File: src/ckirq_pkg.sv
package ckirq_pkg;
  // Register byte offsets
  localparam logic [7:0] ADDR_IRQ_ENABLE_CMD  = 8'h00;
  localparam logic [7:0] ADDR_IRQ_DISABLE_CMD = 8'h04;
  localparam logic [7:0] ADDR_STATUS          = 8'h08;
  localparam logic [7:0] ADDR_IRQ_MASK        = 8'h0C;
  localparam logic [7:0] ADDR_IRQ_EVENT       = 8'h10;
  localparam logic [7:0] ADDR_PUMP_CURRENT    = 8'h14;
  localparam logic [7:0] ADDR_PLL_FIRST_CFG   = 8'h18;

  // Event and status bit positions
  localparam int BIT_OSC_STABLE  = 0;
  localparam int BIT_PLL_FIRST   = 1;
  localparam int BIT_PLL_SECOND  = 2;
  localparam int BIT_MCK_READY   = 3;
  localparam int BIT_SLOW_SEL    = 7;
  localparam int BIT_PROG_CLK0   = 8;
  localparam int BIT_PROG_CLK1   = 9;
  localparam logic [31:0] EVENT_BITS = 32'h0000_030F;

  // Charge pump field positions
  localparam int BIT_PUMP_FIRST  = 0;
  localparam int BIT_PUMP_SECOND = 16;

  // Lock wait count field of the first PLL configuration
  localparam int LOCK_WAIT_LSB   = 8;
  localparam int LOCK_WAIT_W     = 6;

  // Reset values
  localparam logic [31:0] MASK_RST    = 32'h0000_0000;
  localparam logic [31:0] EVENT_RST   = 32'h0000_0000;
  localparam logic [31:0] PLL_CFG_RST = 32'h0000_0000;
  localparam logic        PUMP_RST    = 1'b0;

  // Timing
  localparam int CLK_HZ      = 100_000_000;
  localparam int SLOW_CLK_HZ = 32_768;
  localparam int SLOW_DIV    = CLK_HZ / SLOW_CLK_HZ;

  // Bus answers
  localparam logic [1:0] RESP_OKAY   = 2'b00;
  localparam logic [1:0] RESP_DECERR = 2'b11;
endpackage : ckirq_pkg

File: src/ckirq_top.sv
`timescale 1ns/10ps
// Contract
// - Disable, status and mask registers share one layout: bit0 osc, bit1 PLL first, bit2 PLL second, bit3 master clock, bits 8 and 9 programmable clocks.
// - Writing the disable command clears mask bits written as one and leaves the others.
// - The oscillator flag reads one once the main oscillator is stable, zero before.
// - The first PLL lock flag reads zero until that PLL locks and one after.
// - The second PLL lock flag reads zero until that PLL locks and one after.
// - The master clock ready flag is one when the master clock is ready and zero otherwise.
// - Status bit 7 shows the slow clock source: zero internal RC, one external 32 kHz crystal.
// - Each programmable clock has a ready flag, one when ready and zero when not.
// - Reading the mask register returns the mask, one enabled and zero disabled.
// - Writing the enable command sets mask bits written as one; zeros do nothing.
// - After the first PLL configuration is written, its lock flag waits the programmed slow clock count plus one tick.
module ckirq_top #(
  parameter int SLOW_DIV_P = ckirq_pkg::SLOW_DIV
) (
  // Clock and reset
  input  wire logic        aclk,
  input  wire logic        aresetn,
  // AXI4-Lite write address
  input  wire logic        s_axi_awvalid,
  output logic             s_axi_awready,
  input  wire logic [31:0] s_axi_awaddr,
  // AXI4-Lite write data
  input  wire logic        s_axi_wvalid,
  output logic             s_axi_wready,
  input  wire logic [31:0] s_axi_wdata,
  input  wire logic [3:0]  s_axi_wstrb,
  // AXI4-Lite write response
  output logic             s_axi_bvalid,
  input  wire logic        s_axi_bready,
  output logic [1:0]       s_axi_bresp,
  // AXI4-Lite read address
  input  wire logic        s_axi_arvalid,
  output logic             s_axi_arready,
  input  wire logic [31:0] s_axi_araddr,
  // AXI4-Lite read data
  output logic             s_axi_rvalid,
  input  wire logic        s_axi_rready,
  output logic [31:0]      s_axi_rdata,
  output logic [1:0]       s_axi_rresp,
  // Clock generator conditions, asynchronous
  input  wire logic        osc_stable_in,
  input  wire logic        pll_second_lock_in,
  input  wire logic        master_clk_ready_in,
  input  wire logic        prog_clk0_ready_in,
  input  wire logic        prog_clk1_ready_in,
  input  wire logic        slow_osc_source_in,
  // Configuration outputs
  output logic             pump_current_first,
  output logic             pump_current_second,
  output logic [31:0]      pll_first_cfg,
  // Interrupt
  output logic             irq
);

  localparam int NSYNC = 6;
  localparam int LOCK_WAIT_W_L = ckirq_pkg::LOCK_WAIT_W;

  logic [NSYNC-1:0] raw_in;
  logic [NSYNC-1:0] sync1_r;
  logic [NSYNC-1:0] sync2_r;
  logic [NSYNC-1:0] sync3_r;
  logic [NSYNC-1:0] clean_r;
  logic [31:0]      flags;
  logic [31:0]      mask_r;
  logic [31:0]      event_r;
  logic [LOCK_WAIT_W_L-1:0] wait_cnt_r;
  logic             wait_busy_r;
  logic             pll_first_lock_flag;
  logic [11:0]      slow_div_r;
  logic             slow_tick;
  logic             aw_have_r;
  logic             w_have_r;
  logic [7:0]       aw_addr_r;
  logic [31:0]      w_data_r;
  logic [3:0]       w_strb_r;
  logic [31:0]      w_bytes;
  logic             wr_fire;
  logic             rd_fire;
  logic             rd_hit;
  logic [31:0]      rd_word;

  // Pin conditions pass three flops; a change counts once stages two and three agree
  // A one-cycle glitch on a pin never reaches status or the event bits
  assign raw_in = {slow_osc_source_in, prog_clk1_ready_in, prog_clk0_ready_in,
                   master_clk_ready_in, pll_second_lock_in, osc_stable_in};

  genvar gi;
  generate
    for (gi = 0; gi < NSYNC; gi++) begin : g_sync
      always_ff @(posedge aclk) begin
        if (!aresetn) begin
          sync1_r[gi] <= 1'b0;
          sync2_r[gi] <= 1'b0;
          sync3_r[gi] <= 1'b0;
          clean_r[gi] <= 1'b0;
        end else begin
          sync1_r[gi] <= raw_in[gi];
          sync2_r[gi] <= sync1_r[gi];
          sync3_r[gi] <= sync2_r[gi];
          if (sync2_r[gi] == sync3_r[gi]) begin
            clean_r[gi] <= sync3_r[gi];
          end
        end
      end
    end
  endgenerate

  always_comb begin
    flags = 32'h0000_0000;
    flags[ckirq_pkg::BIT_OSC_STABLE] = clean_r[0];
    flags[ckirq_pkg::BIT_PLL_FIRST]  = pll_first_lock_flag;
    flags[ckirq_pkg::BIT_PLL_SECOND] = clean_r[1];
    flags[ckirq_pkg::BIT_MCK_READY]  = clean_r[2];
    flags[ckirq_pkg::BIT_PROG_CLK0]  = clean_r[3];
    flags[ckirq_pkg::BIT_PROG_CLK1]  = clean_r[4];
    flags[ckirq_pkg::BIT_SLOW_SEL]   = clean_r[5];
  end

  // Slow clock rate as an enable pulse
  // Free-running, so the first tick after a write lands 1 to SLOW_DIV_P cycles later
  always_ff @(posedge aclk) begin
    if (!aresetn) begin
      slow_div_r <= 12'h000;
    end else if (slow_div_r == 12'(SLOW_DIV_P - 1)) begin
      slow_div_r <= 12'h000;
    end else begin
      slow_div_r <= slow_div_r + 12'h001;
    end
  end
  assign slow_tick = (slow_div_r == 12'(SLOW_DIV_P - 1));

  // Write path: address and data taken in either order
  assign s_axi_awready = !aw_have_r && !s_axi_bvalid;
  assign s_axi_wready  = !w_have_r && !s_axi_bvalid;
  assign wr_fire       = aw_have_r && w_have_r && !s_axi_bvalid;

  always_ff @(posedge aclk) begin
    if (!aresetn) begin
      aw_have_r <= 1'b0;
      aw_addr_r <= 8'h00;
    end else if (s_axi_awvalid && s_axi_awready) begin
      aw_have_r <= 1'b1;
      if (s_axi_awaddr[31:8] != 24'h00_0000) begin
        // Out-of-window address parks on an unmapped code
        aw_addr_r <= 8'hFF;
      end else begin
        aw_addr_r <= {s_axi_awaddr[7:2], 2'b00};
      end
    end else if (wr_fire) begin
      aw_have_r <= 1'b0;
    end
  end

  always_ff @(posedge aclk) begin
    if (!aresetn) begin
      w_have_r <= 1'b0;
      w_data_r <= 32'h0000_0000;
      w_strb_r <= 4'h0;
    end else if (s_axi_wvalid && s_axi_wready) begin
      w_have_r <= 1'b1;
      w_data_r <= s_axi_wdata;
      w_strb_r <= s_axi_wstrb;
    end else if (wr_fire) begin
      w_have_r <= 1'b0;
    end
  end

  // Lanes not strobed count as written zero
  assign w_bytes = w_data_r & {{8{w_strb_r[3]}}, {8{w_strb_r[2]}}, {8{w_strb_r[1]}}, {8{w_strb_r[0]}}};

  // Response stands until bready; address and data stay refused meanwhile
  always_ff @(posedge aclk) begin
    if (!aresetn) begin
      s_axi_bvalid <= 1'b0;
      s_axi_bresp  <= ckirq_pkg::RESP_OKAY;
    end else if (wr_fire) begin
      s_axi_bvalid <= 1'b1;
      case (aw_addr_r)
        ckirq_pkg::ADDR_IRQ_ENABLE_CMD, ckirq_pkg::ADDR_IRQ_DISABLE_CMD,
        ckirq_pkg::ADDR_STATUS, ckirq_pkg::ADDR_IRQ_MASK, ckirq_pkg::ADDR_IRQ_EVENT,
        ckirq_pkg::ADDR_PUMP_CURRENT, ckirq_pkg::ADDR_PLL_FIRST_CFG: begin
          s_axi_bresp <= ckirq_pkg::RESP_OKAY;
        end
        default: begin
          s_axi_bresp <= ckirq_pkg::RESP_DECERR;
        end
      endcase
    end else if (s_axi_bready) begin
      s_axi_bvalid <= 1'b0;
    end
  end

  // Interrupt mask, set and cleared through command words only
  // Enable and disable sit at separate offsets, so one write never does both
  always_ff @(posedge aclk) begin
    if (!aresetn) begin
      mask_r <= ckirq_pkg::MASK_RST;
    end else if (wr_fire && aw_addr_r == ckirq_pkg::ADDR_IRQ_ENABLE_CMD) begin
      mask_r <= mask_r | (w_bytes & ckirq_pkg::EVENT_BITS);
    end else if (wr_fire && aw_addr_r == ckirq_pkg::ADDR_IRQ_DISABLE_CMD) begin
      mask_r <= mask_r & ~(w_bytes & ckirq_pkg::EVENT_BITS);
    end
  end

  // Charge pump current, write-only
  always_ff @(posedge aclk) begin
    if (!aresetn) begin
      pump_current_first  <= ckirq_pkg::PUMP_RST;
      pump_current_second <= ckirq_pkg::PUMP_RST;
    end else if (wr_fire && aw_addr_r == ckirq_pkg::ADDR_PUMP_CURRENT) begin
      if (w_strb_r[0]) begin
        pump_current_first <= w_data_r[ckirq_pkg::BIT_PUMP_FIRST];
      end
      // Stored as written; software is expected to keep it zero
      if (w_strb_r[2]) begin
        pump_current_second <= w_data_r[ckirq_pkg::BIT_PUMP_SECOND];
      end
    end
  end

  // First PLL configuration restarts the lock wait
  // Count N takes N+1 ticks; a rewrite drops the flag and starts again
  always_ff @(posedge aclk) begin
    if (!aresetn) begin
      pll_first_cfg       <= ckirq_pkg::PLL_CFG_RST;
      wait_cnt_r          <= '0;
      wait_busy_r         <= 1'b0;
      pll_first_lock_flag <= 1'b0;
    end else if (wr_fire && aw_addr_r == ckirq_pkg::ADDR_PLL_FIRST_CFG) begin
      pll_first_cfg       <= w_bytes;
      wait_cnt_r          <= w_bytes[ckirq_pkg::LOCK_WAIT_LSB +: LOCK_WAIT_W_L];
      wait_busy_r         <= 1'b1;
      pll_first_lock_flag <= 1'b0;
    end else if (wait_busy_r && slow_tick) begin
      if (wait_cnt_r == '0) begin
        wait_busy_r         <= 1'b0;
        pll_first_lock_flag <= 1'b1;
      end else begin
        wait_cnt_r <= wait_cnt_r - LOCK_WAIT_W_L'(1);
      end
    end
  end

  // Read path
  // Upper address bits outside the window answer decode error with zero data
  assign s_axi_arready = !s_axi_rvalid;
  assign rd_fire       = s_axi_arvalid && s_axi_arready;

  always_comb begin
    rd_hit  = 1'b1;
    rd_word = 32'h0000_0000;
    case ({s_axi_araddr[7:2], 2'b00})
      ckirq_pkg::ADDR_STATUS:        rd_word = flags;
      ckirq_pkg::ADDR_IRQ_MASK:      rd_word = mask_r;
      ckirq_pkg::ADDR_IRQ_EVENT:     rd_word = event_r;
      ckirq_pkg::ADDR_PLL_FIRST_CFG: rd_word = pll_first_cfg;
      ckirq_pkg::ADDR_IRQ_ENABLE_CMD, ckirq_pkg::ADDR_IRQ_DISABLE_CMD,
      ckirq_pkg::ADDR_PUMP_CURRENT:  rd_word = 32'h0000_0000;
      default:                       rd_hit  = 1'b0;
    endcase
    if (s_axi_araddr[31:8] != 24'h00_0000) begin
      rd_hit  = 1'b0;
      rd_word = 32'h0000_0000;
    end
  end

  always_ff @(posedge aclk) begin
    if (!aresetn) begin
      s_axi_rvalid <= 1'b0;
      s_axi_rdata  <= 32'h0000_0000;
      s_axi_rresp  <= ckirq_pkg::RESP_OKAY;
    end else if (rd_fire) begin
      s_axi_rvalid <= 1'b1;
      s_axi_rdata  <= rd_word;
      s_axi_rresp  <= rd_hit ? ckirq_pkg::RESP_OKAY : ckirq_pkg::RESP_DECERR;
    end else if (s_axi_rready) begin
      s_axi_rvalid <= 1'b0;
    end
  end

  // Sticky events: re-set every cycle a flag stays high, so set beats the read clear
  // Only the event word clears on read; status reads have no side effect
  always_ff @(posedge aclk) begin
    if (!aresetn) begin
      event_r <= ckirq_pkg::EVENT_RST;
    end else if (rd_fire && rd_hit && {s_axi_araddr[7:2], 2'b00} == ckirq_pkg::ADDR_IRQ_EVENT) begin
      event_r <= flags & ckirq_pkg::EVENT_BITS;
    end else begin
      event_r <= event_r | (flags & ckirq_pkg::EVENT_BITS);
    end
  end

  // Level output: stays high until the event is read away or masked
  assign irq = |(event_r & mask_r);

endmodule : ckirq_top

File: config.mk
export PLATFORM = sky130hd
export DESIGN_NAME = ckirq_top
export DESIGN_NICKNAME = d
export VERILOG_FILES = /design/src/ckirq_pkg.sv /design/src/ckirq_top.sv
export SDC_FILE = /design/constraint.sdc
export NUM_CORES = 1
export LEC_CHECK = 0
export ABC_AREA = 1
export ABC_CLOCK_PERIOD_IN_PS = 2000
export BUFFER_PORTS_ARGS = -buffer_cell sky130_fd_sc_hd__buf_2
export CAP_MARGIN = 5
export CORE_MARGIN = 2
export CORE_UTILIZATION = 56
export CTS_CLUSTER_DIAMETER = 150
export DETAILED_ROUTE_END_ITERATION = 7
export PLACE_DENSITY = 0.91
export SLEW_MARGIN = 20
export SYNTH_ARGS = -nofsm -noshare
export SYNTH_HDL_FRONTEND = slang
export SYNTH_SLANG_ARGS = --single-unit
File: constraint.sdc
create_clock -name aclk -period 2 [get_ports aclk]
set_input_delay 0.1 -clock aclk [delete_from_list [all_inputs] [get_ports aclk]]
set_output_delay 0.1 -clock aclk [all_outputs]
set_load 0.02 [all_outputs]
==> metrics.yaml <==
power:
  p_leak_nw: 4.00
  power_w: 0.00754
  power_density_mw_per_mm2: 853
  vdd_drop_max_v: 0.000728
yosys:
  yosysUniqueCellTypes: 39
  async_reset_ff_share_pct: 0
  postSynthCellCount: 903
  syn-cell-area_mm2: 0.00678
  synth-seq-cells: 171
  synth.top_cell.area_share_pct: 50.5
  synth_edf_count: 0
  synthMuxAreaShare_pct: 0
  synth-simple-area-share_pct: 24.7
  synth-xor-area-share_pct: 0.517
  synth_top_family_by_area: "simple AND/OR/NAND/NOR gates"
  yosysWarnings: 0
  syn-mean-instance-area_um2: 7.50
  ys_top_cells_by_area: "dfxtp_1 51%, nand2_1 10%, nor2_1 7.3%, o21ai_0 6.7%, a21oi_1 6.6%"
  ys.flop_type: "dfxtp_1"
  synth_most_common_cell: "nand2_1"
  yosys.area_share.adder_pct: 0.739
  synth_compound_gate_area_share_pct: 15.3
  synth_common_cells: "184 x nand2_1, 171 x dfxtp_1, 132 x nor2_1, 98 x inv_1, 91 x o21ai_0"
  syn_nets: 1020
  seq_area_frac_synth_pct: 50.5
  post-synth-top-area-cell: "dfxtp_1"
route:
  drt-total-wl_um: 20400
  first_pass_iters: 7
  drtAntennaViolNets: 0
  via_per_inst: 5.46
  wire_per_inst_um: 15.9
  vias: 7006
  drc_errors: 0
  drt_iter0_drc: 840
sta:
  worst_pin_slew_ns: 0.555
  min_period_over_period_pct: 92.0
  hold_viol: 0
  slew_headroom_pct: 62.7
  setup_viol: 0
  rsz0062_at_grt: "false"
  tns_ns: 0
  slew_violations: 0
  fin_skew_ns: 0.0106
  fin_crit_ns: 1.84
  whs_ns: 0.00619
  fmax_ghz: 0.543
floorplanning:
  num_io_pins: 189
  initial_core_util_pct: 56.9
  design.die.area_mm2: 0.0130
  num_rows: 40
  die_w_um: 114
  die_h_um: 114
  core_area_mm2: 0.0119
layout:
  num-nets-final: 1240
  ff_latch_area_mm2: 0.00342
  fillers: 784
  final_cells: 1283
  syn2layout_area_growth_pct: 30.4
  insertedDiodeCount: 0
  drive_gt1_share_pct: 21.7
  multi_input_area_mm2: 0.00280
worst_setup_path:
  critical_path.endpoint_type: "flop"
  crit_required_ns: 2.35
  critPathKind: "reg2reg"
  arrival_ns: 2.19
  cp_max_fo: 12
  cp-start-kind: "flop"
grt:
  grt_max_degree: 59
  grt_usage_pct: 31.4
  grt-ovfl-total: 0
  grt_pass1_vias: 6880
  antenna_found_initial: 0
  grt_pass1_wl_um: 32200
clock_network:
  cts_buffer_depth: 2
  cts_resized: 0
  h-tree-depth: 4
  clkLatencyLatePin_ns: 0.44
  clock-sinks: 171
  root_buffer: "clkbuf_16"
  tritoncts: "done"
  post_cts_buffers: 0
  path_clk_slew_ns: 0.07
  cts_buffers: 17
outcome:
  outcome: "completed"
min_path:
  hold_path.class: "in2reg"
job:
  cap_violations: 0
placement:
  hpwl_um: 12400
  port_buffers: 184
  gp_congestion: 0.914
  dp.cells: 1206
-- path summary, 6_finish.rpt --
path	start	slack, ns	cells after the start	end
worst max-delay path	aw_addr_r[7]	0.16	7	wait_cnt_r[2]
worst min-delay path	s_axi_wdata[24]	0.006	3	w_data_r[24]
worst max register to register	aw_addr_r[7]	0.16	7	wait_cnt_r[2]
worst min register to register	sync1_r[3]	0.41	2	sync2_r[3]
-- cell families (layout without fill, tap and decap cells) --
group | after synthesis | after routing
and+or+nand+nor | 387 | 387
DFF | 171 | 171
adders and majority gates | 4 | 4
xor gates and xnor gates | 4 | 4
AOI/OAI and AO/OA | 201 | 201
buffers and inverters | 136 | 369
-- per-stage QoR --
| stage | utilization (%) | worst slack (ns) | cell area [um^2] |
|---|---|---|---|
| final | 74.2 | 0.159 | 8830 |
| after global routing | 74.2 | 0.0560 | 8830 |
| after global placement | 65.4 | 0.429 | 7790 |
| after CTS | 74.2 | 0.207 | 8830 |
| after floorplan | - | 0.496 | 6780 |
| after detailed placement | 65.4 | 0.344 | 7790 |
-- worst max-delay path: stages, from the launching register on --
cell	delay, ns
dfxtp_1	0.31
nor2_1	0.16
nand3_2	0.18
nor3_4	0.50
nand3_1	0.16
o21ai_0	0.16
nor2_1	0.11
nor2_1	0.18
-- registers in the layout, indices dropped and copies added, names as in the netlist, named ones only --
name and count:
pump_current_second 1, event_r 6, pll_first_lock_flag 1, wait_cnt_r 6, slow_div_r 12, s_axi_bvalid 1
wait_busy_r 1, s_axi_rvalid 1, w_data_r 32, s_axi_rresp 1, sync3_r 6, pump_current_first 1
pll_first_cfg 32, s_axi_bresp 1, w_have_r 1, sync2_r 6, aw_addr_r 7, clean_r 6
s_axi_rdata 32, w_strb_r 4, sync1_r 6, aw_have_r 1
-- cell usage in the layout, fill, tap and decap left out, drive strengths merged, types with 2 or more instances in the layout --
cell type    Yosys  layout
nand4            5       5
dlygate4sd3      0      45
a21oi           90      90
nand2          187     187
a31oi            2       2
nand3b           4       4
buf             15     191
clkinv           0       3
xor2             3       3
inv            101     110
dfxtp          171     171
nand3           37      37
nor3b            3       3
ha               4       4
nor2           136     136
clkbuf          20      18
nor4             2       2
o21ai          103     103
o21a             2       2
nor3            11      11
-- area by class of cell --
class / instances / share of cell area (%)
clock inverters: 14 / 1.71
repair buffers: 236 / 16.5
clock buffers: 18 / 4.97
well taps: 147 / 2.08
flip-flops and latches: 171 / 38.8
inverters: 101 / 4.29
multi-input cells: 596 / 31.6
-- where the power goes --
part,internal [W],switching (W)
registers,0.00352,0.0000806
clock network,0.00181,0.00151
logic,0.000262,0.000363
total,0.00559,0.00195
-- metal layers --
metal  GRT usage, %  vias to the layer above  wire, um
li1               -                     3334         -
met1           35.6                     3198      7700
met2           56.0                      384     10300
met3           6.06                       90      1560
met4           16.3                        0       891
met5              0                        -         0
-- what timing repair did --
item / in CTS / in global routing
endpoints found under the setup margin: 0 / 1
endpoints found under the hold margin: 45 / 0
hold buffers: 45 / 0
No activity file was read; power rests on OpenSTA's default activity.
